$ cat src/eufd_pkg.sv
// Package of field layouts, encodings and reset values for the instruction field decoder
package eufd_pkg;

  // ----------------------------------------
  // Field widths
  // ----------------------------------------
  localparam int DESC_W   = 31;
  localparam int COND_W   = 4;
  localparam int REG_W    = 8;
  localparam int SUB_W    = 5;
  localparam int ADDR_W   = 13;
  localparam int ARF_TYPE_W = 4;

  // ----------------------------------------
  // Opcode classes
  // ----------------------------------------
  localparam logic [2:0] CLS_ALU   = 3'h0;
  localparam logic [2:0] CLS_SEND  = 3'h1;
  localparam logic [2:0] CLS_SENDC = 3'h2;
  localparam logic [2:0] CLS_MATH  = 3'h3;
  localparam logic [2:0] CLS_CMP   = 3'h4;

  // ----------------------------------------
  // Register file select encodings
  // ----------------------------------------
  localparam logic [1:0] RF_ARF = 2'h0;
  localparam logic [1:0] RF_GRF = 2'h1;
  localparam logic [1:0] RF_MRF = 2'h2;
  localparam logic [1:0] RF_IMM = 2'h3;

  // ----------------------------------------
  // Register index limits
  // ----------------------------------------
  localparam logic [7:0] GRF_MAX = 8'h7F;
  localparam logic [7:0] MRF_MAX = 8'h0F;

  // ----------------------------------------
  // Flag update condition codes
  // ----------------------------------------
  localparam logic [3:0] FC_NONE = 4'h0;
  localparam logic [3:0] FC_Z    = 4'h1;
  localparam logic [3:0] FC_NZ   = 4'h2;
  localparam logic [3:0] FC_G    = 4'h3;
  localparam logic [3:0] FC_GE   = 4'h4;
  localparam logic [3:0] FC_L    = 4'h5;
  localparam logic [3:0] FC_LE   = 4'h6;
  localparam logic [3:0] FC_O    = 4'h8;
  localparam logic [3:0] FC_U    = 4'h9;

  // ----------------------------------------
  // Reset values
  // ----------------------------------------
  localparam logic [31:0] RST_ZERO = 32'h0000_0000;

endpackage

$ cat src/eufd_operand_addr.sv
// Operand address former for one register operand
`timescale 1ns/1ps
module eufd_operand_addr
(
  input  wire logic                         core_clk_i,
  input  wire logic                         rst_i,
  input  wire logic                         clk_en_i,
  input  wire logic                         load_i,
  input  wire logic [1:0]                   register_file_select_i,
  input  wire logic                         indirect_i,
  input  wire logic [eufd_pkg::REG_W-1:0]   register_index_i,
  input  wire logic [eufd_pkg::SUB_W-1:0]   subregister_offset_i,
  output logic      [eufd_pkg::ADDR_W-1:0]  byte_addr_o,
  output logic      [eufd_pkg::ARF_TYPE_W-1:0] arf_type_o,
  output logic      [eufd_pkg::ARF_TYPE_W-1:0] arf_number_o,
  output logic                              addr_valid_o,
  output logic                              reserved_o
);

  typedef struct packed {
    logic [eufd_pkg::ADDR_W-1:0]     addr;
    logic [eufd_pkg::ARF_TYPE_W-1:0] atype;
    logic [eufd_pkg::ARF_TYPE_W-1:0] anum;
    logic                            valid;
    logic                            rsvd;
  } eufd_oa_s;

  eufd_oa_s st_q;
  eufd_oa_s st_d;

  always_comb
  begin
    st_d = st_q;
    if (load_i)
    begin
      st_d.addr  = '0;
      st_d.atype = '0;
      st_d.anum  = '0;
      st_d.valid = 1'b0;
      st_d.rsvd  = 1'b0;
      if (register_file_select_i != eufd_pkg::RF_IMM && !indirect_i)
      begin
        st_d.valid = 1'b1;
        st_d.addr  = {register_index_i, subregister_offset_i};
        if (register_file_select_i == eufd_pkg::RF_ARF)
        begin
          st_d.atype = register_index_i[7:4];
          st_d.anum  = register_index_i[3:0];
        end
        if (register_file_select_i == eufd_pkg::RF_GRF)
          st_d.rsvd = register_index_i > eufd_pkg::GRF_MAX;
        if (register_file_select_i == eufd_pkg::RF_MRF)
          st_d.rsvd = register_index_i > eufd_pkg::MRF_MAX;
      end
    end
  end

  always_ff @(posedge core_clk_i)
  begin
    if (rst_i)
      st_q <= '0;
    else if (clk_en_i)
      st_q <= st_d;
  end

  assign byte_addr_o  = st_q.addr;
  assign arf_type_o   = st_q.atype;
  assign arf_number_o = st_q.anum;
  assign addr_valid_o = st_q.valid;
  assign reserved_o   = st_q.rsvd;

endmodule

$ cat src/eufd_decoder.sv
// Execution unit instruction field decoder top
// Operation
// - Pass 31-bit message descriptor unchanged, only from message-send instructions.
// - End-of-thread set on send terminates thread and sets sideband bit.
// - Four-bit condition code selects which pipe condition updates the flag.
// - Condition code zero leaves every flag unchanged.
// - Instructions with embedded compare never update flags.
// - Condition code ignored for send, conditional send and math.
// - General and message index gives the 256-bit aligned register address.
// - Architecture index: upper bits type, lower bits number.
// - Byte origin is index in bits 12:5, offset in bits 4:0.
// - Index used for destination and sources, absent for immediate.
// - Index only present for direct addressing, not register-indirect.
// - General index 0x00-0x7F valid, 0x80-0xFF reserved.
// - Message index 0x00-0x0F valid, 0x10-0xFF reserved.
`timescale 1ns/1ps
module eufd_decoder
(
  input  wire logic                         core_clk_i,
  input  wire logic                         rst_i,
  input  wire logic                         clk_en_i,
  input  wire logic                         instr_valid_i,
  input  wire logic [2:0]                   instr_class_i,
  input  wire logic [eufd_pkg::DESC_W-1:0]  msg_desc_i,
  input  wire logic                         end_of_thread_flag_i,
  input  wire logic [eufd_pkg::COND_W-1:0]  flag_update_condition_i,
  input  wire logic                         cond_zero_i,
  input  wire logic                         cond_sign_i,
  input  wire logic                         cond_overflow_i,
  input  wire logic                         cond_nan_i,
  input  wire logic [1:0]                   dst_rf_i,
  input  wire logic                         dst_indirect_i,
  input  wire logic [eufd_pkg::REG_W-1:0]   dst_index_i,
  input  wire logic [eufd_pkg::SUB_W-1:0]   dst_sub_i,
  input  wire logic [1:0]                   src_rf_i,
  input  wire logic                         src_indirect_i,
  input  wire logic [eufd_pkg::REG_W-1:0]   src_index_i,
  input  wire logic [eufd_pkg::SUB_W-1:0]   src_sub_i,
  output logic      [eufd_pkg::DESC_W-1:0]  msg_desc_o,
  output logic                              msg_valid_o,
  output logic                              sideband_eot_o,
  output logic                              thread_terminate_o,
  output logic                              flag_we_o,
  output logic                              flag_value_o,
  output logic                              cond_reserved_o,
  output logic      [eufd_pkg::ADDR_W-1:0]  dst_addr_o,
  output logic      [eufd_pkg::ARF_TYPE_W-1:0] dst_arf_type_o,
  output logic      [eufd_pkg::ARF_TYPE_W-1:0] dst_arf_number_o,
  output logic                              dst_valid_o,
  output logic                              dst_reserved_o,
  output logic      [eufd_pkg::ADDR_W-1:0]  src_addr_o,
  output logic      [eufd_pkg::ARF_TYPE_W-1:0] src_arf_type_o,
  output logic      [eufd_pkg::ARF_TYPE_W-1:0] src_arf_number_o,
  output logic                              src_valid_o,
  output logic                              src_reserved_o
);

  // ----------------------------------------
  // Condition evaluation
  // ----------------------------------------
  // Condition code table
  function automatic logic [1:0] eufd_cond_eval(input logic [3:0] code,
                                                input logic       z,
                                                input logic       s,
                                                input logic       o,
                                                input logic       n);
    logic [1:0] r;
    r = 2'h0;
    case (code)
      eufd_pkg::FC_Z:  r = {1'b0, z};
      eufd_pkg::FC_NZ: r = {1'b0, !z};
      eufd_pkg::FC_G:  r = {1'b0, !s && !z};
      eufd_pkg::FC_GE: r = {1'b0, !s};
      eufd_pkg::FC_L:  r = {1'b0, s && !z};
      eufd_pkg::FC_LE: r = {1'b0, s || z};
      eufd_pkg::FC_O:  r = {1'b0, o};
      eufd_pkg::FC_U:  r = {1'b0, n};
      eufd_pkg::FC_NONE: r = 2'h0;
      default:         r = 2'h2;
    endcase
    return r;
  endfunction

  // ----------------------------------------
  // Class decoding
  // ----------------------------------------
  // Message-send classes
  function automatic logic eufd_is_send(input logic [2:0] cls);
    return cls == eufd_pkg::CLS_SEND || cls == eufd_pkg::CLS_SENDC;
  endfunction

  function automatic logic eufd_flag_allowed(input logic [2:0] cls,
                                             input logic [3:0] code);
    logic ok;
    ok = 1'b1;
    if (eufd_is_send(cls) || cls == eufd_pkg::CLS_MATH)
      ok = 1'b0;
    if (cls == eufd_pkg::CLS_CMP)
      ok = 1'b0;
    if (code == eufd_pkg::FC_NONE)
      ok = 1'b0;
    return ok;
  endfunction

  // ----------------------------------------
  // State
  // ----------------------------------------
  typedef struct packed {
    logic [eufd_pkg::DESC_W-1:0] desc;
    logic                        mvalid;
    logic                        end_of_thread_flag;
    logic                        term;
    logic                        fwe;
    logic                        fval;
    logic                        crsv;
  } eufd_st_s;

  eufd_st_s st_q;
  eufd_st_s st_d;
  logic     is_send;
  logic     honour;
  logic [1:0] ev;

  // ----------------------------------------
  // Next state
  // ----------------------------------------
  always_comb
  begin
    st_d    = st_q;
    is_send = eufd_is_send(instr_class_i);
    honour  = eufd_flag_allowed(instr_class_i, flag_update_condition_i);
    ev      = eufd_cond_eval(flag_update_condition_i, cond_zero_i, cond_sign_i,
                             cond_overflow_i, cond_nan_i);
    st_d.mvalid = 1'b0;
    st_d.end_of_thread_flag    = 1'b0;
    st_d.term   = 1'b0;
    st_d.fwe    = 1'b0;
    st_d.crsv   = 1'b0;
    if (instr_valid_i)
    begin
      if (is_send)
      begin
        st_d.desc   = msg_desc_i;
        st_d.mvalid = 1'b1;
        st_d.end_of_thread_flag    = end_of_thread_flag_i;
        st_d.term   = end_of_thread_flag_i;
      end
      if (honour)
      begin
        st_d.fwe  = !ev[1];
        st_d.fval = ev[0];
        st_d.crsv = ev[1];
      end
    end
  end

  // ----------------------------------------
  // State register
  // ----------------------------------------
  always_ff @(posedge core_clk_i)
  begin
    if (rst_i)
      st_q <= '0;
    else if (clk_en_i)
      st_q <= st_d;
  end

  // ----------------------------------------
  // Output drive
  // ----------------------------------------
  assign msg_desc_o         = st_q.desc;
  assign msg_valid_o        = st_q.mvalid;
  assign sideband_eot_o     = st_q.end_of_thread_flag;
  assign thread_terminate_o = st_q.term;
  assign flag_we_o          = st_q.fwe;
  assign flag_value_o       = st_q.fval;
  assign cond_reserved_o    = st_q.crsv;

  // ----------------------------------------
  // Operand addressing
  // ----------------------------------------
  // Destination register address
  eufd_operand_addr u_dst
  (
    .core_clk_i             (core_clk_i),
    .rst_i                  (rst_i),
    .clk_en_i               (clk_en_i),
    .load_i                 (instr_valid_i),
    .register_file_select_i (dst_rf_i),
    .indirect_i             (dst_indirect_i),
    .register_index_i       (dst_index_i),
    .subregister_offset_i   (dst_sub_i),
    .byte_addr_o            (dst_addr_o),
    .arf_type_o             (dst_arf_type_o),
    .arf_number_o           (dst_arf_number_o),
    .addr_valid_o           (dst_valid_o),
    .reserved_o             (dst_reserved_o)
  );

  eufd_operand_addr u_src
  (
    .core_clk_i             (core_clk_i),
    .rst_i                  (rst_i),
    .clk_en_i               (clk_en_i),
    .load_i                 (instr_valid_i),
    .register_file_select_i (src_rf_i),
    .indirect_i             (src_indirect_i),
    .register_index_i       (src_index_i),
    .subregister_offset_i   (src_sub_i),
    .byte_addr_o            (src_addr_o),
    .arf_type_o             (src_arf_type_o),
    .arf_number_o           (src_arf_number_o),
    .addr_valid_o           (src_valid_o),
    .reserved_o             (src_reserved_o)
  );

endmodule

$ cat config.mk
export PLATFORM = sky130hd
export DESIGN_NAME = eufd_decoder
export DESIGN_NICKNAME = d
export VERILOG_FILES = /design/src/eufd_pkg.sv /design/src/eufd_operand_addr.sv /design/src/eufd_decoder.sv
export SDC_FILE = /design/constraint.sdc
export NUM_CORES = 1
export LEC_CHECK = 0
export CORE_UTILIZATION = 40
export CTS_BUF_LIST = sky130_fd_sc_hd__clkbuf_2 sky130_fd_sc_hd__clkbuf_4 sky130_fd_sc_hd__clkbuf_8
export CTS_CLUSTER_DIAMETER = 80
export DETAILED_ROUTE_END_ITERATION = 6
export DONT_BUFFER_PORTS = 1
export PLACE_DENSITY = 0.64
export SETUP_SLACK_MARGIN = 0.4
export SLEW_MARGIN = 20
export SYNTH_ARGS = -nofsm -noshare
export SYNTH_HDL_FRONTEND = slang
export SYNTH_SLANG_ARGS = --single-unit
$ cat constraint.sdc
create_clock -name core_clk_i -period 2.38 [get_ports core_clk_i]
set_input_delay 0.357 -clock core_clk_i [delete_from_list [all_inputs] [get_ports core_clk_i]]
set_output_delay 0.357 -clock core_clk_i [all_outputs]
set_load 0.1 [all_outputs]
# Yosys cells after proc, flatten, opt, wreduce, memory -nomap -nowiden
# Index checks and enable logic that the tools add are counted.
# Widths: inputs -> output; s select.
# totals
reg_bits	83
in_bits	79
wordCells	72
# op_classes
n_lt_le_gt_ge	4
n_eq_ne	18
n_mux	15
reduce_logical	18
# ops
cell	count
$mux 23	2
$pmux 2 s9	1
$gt 8x4->1 const B	2
$gt 8x7->1 const B	2
$mux 8	2
$eq 4x3->1 const B	3
$eq 4x2->1 const B	2
$eq 4x4->1 const B	2
$mux 1	7
$eq 3x2->1 const B	2
$mux 3	2
$mux 6	1
$reduce_and 3->1	2
$logic_not 1->1	5
$eq 2x1->1 const B	2
$eq 2x2->1 const B	2
$eq 4x1->1 const B	1
$logic_and 1x1->1	4
$logic_not 2->1	2
$logic_not 4->1	1
$ne 2x2->1 const B	2
$eq 3x1->1 const B	1
$eq 3x3->1 const B	1
$logic_or 1x1->1	3
$reduce_and 2->1	1

# Depth between registers and ports, before layout
# Gate-level depths: netlist of the first run.
# logic_depth
depth_word	8
depth_mapped	6
ltp_nobuf	5

# Modules after synthesis
# From an unflattened synthesis of the first run, not the netlist that was laid out.
# unflattened
cells_unflattened	336
area_unflattened_um2	3145.5
# by_module_without_submodules
mod	n_inst	cells_each	area_each_um2	seq_area_each_um2
eufd_operand_addr	2	79	850.8	460.4
eufd_decoder	1	178	1443.9	720.7

# Worst setup path after synthesis of the first run
# OpenSTA, ideal clock, no wires.
# synth_timing
path_type	register -> output
start	reg sideband_eot_o (netlist name)
end	out thread_terminate_o
arrival_ps	1367
slack_ps	656
path_stages_with_launch	2
n_path_buf	1
path_cell_list	dfxtp_1 buf_4
# synth_rtl
element	line_no	text
to (decl)	eufd_decoder.sv:42	output logic thread_terminate_o,

# Worst setup path in the final report of the first run
# layout_timing
start	reg st_q, in the netlist sideband_eot_o
end	out sideband_eot_o
# layout_rtl
element	line_no	text
from (decl)	eufd_decoder.sv:118	eufd_st_s st_q;
from (signal assigned)	eufd_decoder.sv:165	st_q <= st_d;
to (decl)	eufd_decoder.sv:41	output logic sideband_eot_o,
# No word-level cell between the ends.

==> results of run 1 <==
## state kept, by name, summed over array words and instances (netlist names)
name / flops
u_dst.reserved_o: 1
u_dst.arf_type_o: 4
u_dst.arf_number_o: 4
u_src.reserved_o: 1
u_src.byte_addr_o: 13
cond_reserved_o: 1
u_dst.byte_addr_o: 13
u_dst.addr_valid_o: 1
u_src.arf_number_o: 4
msg_desc_o: 31
u_src.arf_type_o: 4
flag_we_o: 1
flag_value_o: 1
msg_valid_o: 1
u_src.addr_valid_o: 1
sideband_eot_o: 1
## how the worst min path moves through the flow
stage	startpoint	endpoint	slack (ps)	cells past startpoint
after floorplan	msg_desc_i[0]	msg_desc_o[0]	490	2
after global placement	rst_i	msg_valid_o	430	1
after global routing	rst_i	msg_desc_o[20]	40	1
after detailed placement	rst_i	msg_valid_o	430	1
final	rst_i	msg_desc_o[20]	60	1
after CTS	rst_i	msg_desc_o[20]	50	1
## power groups by stage
stage	sequential (W)	combinational, W	clock (W)
5_1_grt	0.00142	0.000403	0.00125
2_1_floorplan	0.00167	0.000115	0
3_3_place_gp	0.00145	0.000382	0
6_report	0.00141	0.000384	0.00115
3_5_place_dp	0.00145	0.000386	0
4_1_cts	0.00141	0.000386	0.00118
## routing by layer
layer / part of all wire (%) / routed length (um) / global-route usage (%)
met2: 46 / 3410 / 28.1
met1: 41 / 3000 / 19.6
met3: 12 / 857 / 7.48
met5: 0 / 0 / 0
met4: 1.8 / 130 / 7.79
## area by class of cell
class,count,area (um^2)
Multi-Input combinational cell,236,1270
Clock buffer,10,138
Fill cell,706,3360
Timing Repair Buffer,86,658
Tap cell,99,124
Clock inverter,6,95.1
Sequential cell,82,1640
## layout by cell type (no fill, tap or decap), types with 3 or more instances in the layout
cell	instances
or3_1	4
a22oi_1	42
buf_4	85
nor2b_1	3
nand2b_1	5
dfxtp_1	81
inv_6	3
nand3b_1	3
nand2_1	66
clkbuf_8	10
a21oi_1	43
nor2_1	49
## through the flow
step | power [W] | util (%) | instance area (um^2) | hold WS [ps] | cells
after floorplan | 0.00178 | - | 3040 | 493 | 343
after global placement | 0.00183 | 50.7 | 3700 | 430 | 503
after detailed placement | 0.00183 | 50.7 | 3700 | 426 | 503
after CTS | 0.00298 | 53.9 | 3930 | 47.4 | 519
after global routing | 0.00307 | 53.9 | 3930 | 37.3 | 519
final | 0.00294 | 53.9 | 3930 | 63.5 | 519
## kinds of logic (layout without fill, tap and decap cells)
kind of cell,after synthesis,count (layout),synth area share (%)
and+or+nand+nor,138,138,20.4
DFF,82,82,53.9
muxes,1,1,0.329
AOI/OAI and AO/OA,95,95,20.4
buffers and inverters,25,102,4.40
xor gates and xnor gates,2,2,0.576
==> impl_metrics.csv, run 1 <==
group,metric,value,unit
synth,synth_edf_count,0,
setup_path,crit_path_start,"sideband_eot_o",
clock_network,h-tree-depth,3,
place,port-buffer-count,0,
grt,grt_pass1_wl,10.4,mm
synth,synth_common_cells,"82 x dfxtp_1, 66 x nand2_1, 49 x nor2_1, 43 x a21oi_1, 42 x a22oi_1",
clock_network,clock_latency,340,ps
power,switching_share,28.1,%
setup_path,crit_required,2020,ps
route,firstDrtPassIters,4,
setup_path,cp.arrival,1290,ps
setup_path,r2r_start,"sideband_eot_o",
synth,yosysSeqAreaShare,53.9,%
timing,fin_tns_setup,0,ps
synth,synth.avg_cell_area,8.88,um^2
setup_path,cp_slowest_cell,"dfxtp_2",
setup_path,rrSetupSlack,1270,ps
power,combPwrFrac,13.0,%
cells_and_area,layout-drive-gt1-share,26.2,%
route,vias_per_cell,5.15,
power,clkPwrFrac,39.0,%
power,power_density,749,mW/mm^2
grt,grt_use_total,17.3,%
setup_path,critPathBufInv,1,
clock_network,post_cts_buffers,0,
power,peakVddDrop,0.375,mV
place,place_hpwl,5.16,mm
hold_path,hp-class,"in -> reg",
timing,relSlewSlack,29.6,%
floorplanning,std_cell_rows,31,
synth,synth_cells,343,
synth,syn_nets,422,
timing,rsz0062_at_grt,"false",
clock_network,cts_buffers,9,
clock_network,cts-root-buf,"clkbuf_8",
cells_and_area,area_delta_synth_final,29.2,%
floorplanning,start_util,41.7,%
cells_and_area,antennaDiodeCount,0,
clock_network,cts_tree,"done",
setup_path,ff2ff_path_depth,3,
route,ant_nets,0,
synth,synth_top_area_share,53.9,%
synth,synth_cell_type_count,32,
setup_path,cp-end-kind,"primary output",
timing,fin_crit_sh,69.3,%
clock_network,cts_max_path_buffers,2,
timing,hold_violations,0,
synth,async_flop_share,0,%
run_status,status,"finished clean",
run,cap_viol_max_count,0,
timing,timing.final.max_slew_violations,0,
synth,synth_flop_cell,"dfxtp_1",
floorplanning,io_pins,162,
cells_and_area,nNetsFinal,494,
clock_network,path_clk_slew,90,ps
setup_path,critical_path.top_delay_family,"flip-flops",
grt,grt_start_max_net_pins,83,
route,drc,0,
synth,ys_ff_latch,82,
setup_path,crit_fanout,3,
timing,post-route-min-period,1650,ps
floorplanning,die_h,89.2,um
setup_path,critPathMaxStageDelay,700,ps
synth,yosys.area.top_type,"dfxtp_1",
place,gp_congestion,0.687,
route,drt_iter0_markers,76,
route,avgRoutedWirePerCell,14.2,um
route,num_vias,2671,
grt,first_global_vias,2311,
synth,yosys-top-cells-area,"dfxtp_1 54%, a22oi_1 10%, nand2_1 8.1%",
setup_path,cp-endpoint,"sideband_eot_o",
timing,worst_slew_pin_slew,1060,ps
power,p_sw,0.000828,W
timing,max_freq,0.606,GHz
synth,yosysWarnings,0,
setup_path,start_kind,"flop",
clock_network,cts.sinks,82,
power,pwr-share-seq,48.0,%
grt,grt_overflow_total,0,
floorplanning,die_w,89.2,um
floorplanning,core-area,0.00729,mm^2
synth,post-synth-top-count-cell,"dfxtp_1",
setup_path,crit_cells,1,
place,place_ws,465,ps
route,wirelength,7.39,mm
timing,clock_skew,0,ps
clock_network,post_cts_resized,0,
setup_path,r2r_end,"sideband_eot_o",
setup_path,critPathKind,"reg -> out",
power,internal_power,0.00212,W
setup_path,worstPathCellList,"buf_12",
power,leakagePower,1.56,nW
timing,fin_ws,731,ps
clock_network,ctsHoldBuffers,0,
timing,setup_viol_count_final,0,
grt,antenna_found_initial,0,
floorplanning,dieArea,0.00796,mm^2
synth,syn_area,0.00304,mm^2
(Power assumes the default switching activity.)
==> run 2, diff against run 1 <==
--- a/config.mk
+++ b/config.mk
@@ -5,6 +5,7 @@
 export SDC_FILE = /design/constraint.sdc
 export NUM_CORES = 1
 export LEC_CHECK = 0
+export ABC_AREA = 1
 export CORE_UTILIZATION = 40
 export CTS_BUF_LIST = sky130_fd_sc_hd__clkbuf_2 sky130_fd_sc_hd__clkbuf_4 sky130_fd_sc_hd__clkbuf_8
 export CTS_CLUSTER_DIAMETER = 80
==> constraint.sdc (replaced) <==
create_clock -name core_clk_i -period 1.6 [get_ports core_clk_i]
set_input_delay 0.24 -clock core_clk_i [delete_from_list [all_inputs] [get_ports core_clk_i]]
set_output_delay 0.24 -clock core_clk_i [all_outputs]
set_load 0.1 [all_outputs]
==> impl_metrics.csv, run 2 <==
group,metric,value,unit
run_status,status,"finished, violations left",
run_status,violations,"hold timing",
route,ant_nets,0,
synth,yosys-top-cells-area,"dfxtp_1 54%, nand2_1 20%, a21oi_1 14%",
timing,fin_crit_sh,85.0,%
hold_path,hp-class,"in -> reg",
route,avgRoutedWirePerCell,13.9,um
timing,max_freq,0.736,GHz
grt,grt_start_max_net_pins,83,
place,port-buffer-count,0,
cells_and_area,mostFrequentLayoutCells,"159 x nand2_1, 84 x a21oi_1, 63 x dfxtp_4",
grt,grt_overflow_total,0,
floorplanning,die_h,89.3,um
setup_path,critical_path.top_delay_family,"flip-flops",
grt,antenna_found_initial,0,
setup_path,rrSetupSlack,480,ps
clock_network,h-tree-depth,3,
synth,muxShareOfSynthArea,0,%
place,place_hpwl,5.06,mm
synth,synth_common_cells,"159 x nand2_1, 84 x a21oi_1, 82 x dfxtp_1, 23 x nand3_1, 12 x buf_2",
cells_and_area,largest_reg_flops,31,
setup_path,critPathMaxStageDelay,560,ps
setup_path,crit_required,1360,ps
synth,yosysSeqAreaShare,53.8,%
synth,synth_flop_cell,"dfxtp_1",
route,vias_per_cell,5.08,
cells_and_area,layout-drive-gt1-share,30.8,%
synth,synth_cell_type_count,17,
timing,post-route-min-period,1360,ps
clock_network,cts-root-buf,"clkbuf_8",
synth,synth-compound-area-share,14.8,%
setup_path,crit_fanout,3,
grt,grt_use_total,17.8,%
floorplanning,die_w,89.3,um
synth,synth_top_family_by_area,"simple AND/OR/NAND/NOR gates",
timing,worst_slew_pin_slew,579,ps
cells_and_area,n_fill_cell,727,
timing,timing.hold.ws,-49.7,ps
route,drt_iter0_markers,76,
clock_network,ctsHoldBuffers,1,
clock_network,post_cts_buffers,0,
synth,post-synth-top-count-cell,"nand2_1",
timing,hold_violations,74,
route,wirelength,7.31,mm
hold_path,min_from,"rst_i",
synth,yosysWarnings,0,
setup_path,cp-end-kind,"primary output",
setup_path,start_kind,"flop",
setup_path,crit_path_start,"sideband_eot_o",
synth,synth_edf_count,0,
synth,synth_adder_area_share,0,%
hold_path,min_to,"msg_desc_o[16]",
synth,syn_nets,485,
synth,synthXorXnorAreaFrac,0.287,%
floorplanning,io_pins,162,
synth,synth_cells,406,
clock_network,cts_buffers,9,
setup_path,worstPathCellList,"buf_12",
setup_path,cp.arrival,1120,ps
timing,timing.final.max_slew_violations,0,
clock_network,cts_max_path_buffers,2,
floorplanning,dieArea,0.00798,mm^2
run,cap_viol_max_count,0,
power,power_density,1020,mW/mm^2
route,drc,0,
place,gp_congestion,0.734,
clock_network,cts_tree,"done",
route,firstDrtPassIters,4,
grt,grt_pass1_wl,10.8,mm
power,leakagePower,1.33,nW
cells_and_area,mostFrequentLayoutCell,"nand2_1",
synth,syn_area,0.00305,mm^2
timing,setup_viol_count_final,0,
timing,clock_skew,0,ps
grt,first_global_vias,2470,
timing,rsz0062_at_grt,"true",
timing,relSlewSlack,61.3,%
setup_path,cp_slowest_cell,"dfxtp_4",
timing,fin_tns_setup,0,ps
clock_network,cts.sinks,82,
synth,yosys.area.top_type,"dfxtp_1",
cells_and_area,multi_input_area,0.00124,mm^2
cells_and_area,stdcell_count,525,
clock_network,path_clk_slew,80,ps
hold_path,hold_depth,1,
floorplanning,start_util,41.8,%
cells_and_area,antennaDiodeCount,0,
setup_path,critPathKind,"reg -> out",
setup_path,critPathBufInv,1,
setup_path,ff2ff_path_depth,3,
synth,synth_top_area_share,53.8,%
setup_path,r2r_end,"u_dst.byte_addr_o[12]",
cells_and_area,nNetsFinal,500,
power,peakVddDrop,0.582,mV
synth,synth-simple-area-share,25.6,%
cells_and_area,area_delta_synth_final,24.3,%
synth,ys_ff_latch,82,
place,dp_cells,508,
floorplanning,std_cell_rows,31,
floorplanning,core-area,0.00729,mm^2
clock_network,clock_latency,340,ps
synth,async_flop_share,0,%
setup_path,r2r_start,"u_dst.byte_addr_o[12]",
route,num_vias,2666,
cells_and_area,seqCellArea,0.00190,mm^2
synth,synth.avg_cell_area,7.51,um^2
## run 2: per-layer routing
metal | wire (um) | share of wire (%) | global-route usage (%)
met1 | 2970 | 41 | 18.6
met2 | 3470 | 47 | 31.7
met3 | 689 | 9.4 | 5.63
met5 | 0 | 0 | 0
met4 | 174 | 2.4 | 10.1
## run 2: what timing repair did
action                                 4_1_cts  5_1_grt
setup endpoints to repair                   82        1
endpoints found under the hold margin       82       81
cloned                                       0        0
resized for setup                           81        0
## run 2: layout make-up
| cell class | instances | share of cell area [%] |
|---|---|---|
| clock buffers | 11 | 3.83 |
| well taps | 99 | 3.27 |
| clock inverters | 5 | 0.793 |
| multi-input cells | 288 | 32.8 |
| flip-flops and latches | 82 | 50.2 |
| inverters | 11 | 1.09 |
| repair buffers | 29 | 8.03 |
## run 2: power by group
group          internal, W  total (W)  switching, W
clock             0.000615    0.00131      0.000697
combinational    0.0000789   0.000250      0.000171
sequential         0.00201    0.00231      0.000300
## run 2: worst max path at each step
stage | cells after the start | to
3_3_place_gp | 6 | msg_desc_o[22]
3_5_place_dp | 6 | msg_desc_o[3]
6_report | 1 | thread_terminate_o
4_1_cts | 1 | thread_terminate_o
5_1_grt | 1 | thread_terminate_o
2_1_floorplan | 1 | thread_terminate_o
## run 2: logic make-up after synthesis
logic type	count (synthesis)
AO/OA/AOI/OAI	89
AND/OR/NAND/NOR	198
flip-flops	82
buffers and inverters	36
XOR/XNOR	1
## run 2: through the flow
step                      power (W)  setup slack [ps]  utilization (%)  area (um^2)
after detailed placement    0.00268               298             46.3         3380
final                       0.00387               241             52.0         3790
after global placement      0.00268               363             46.3         3380
after floorplan             0.00266               493                -         3150
after global routing        0.00406               203             52.0         3790
after CTS                   0.00394               212             52.0         3790
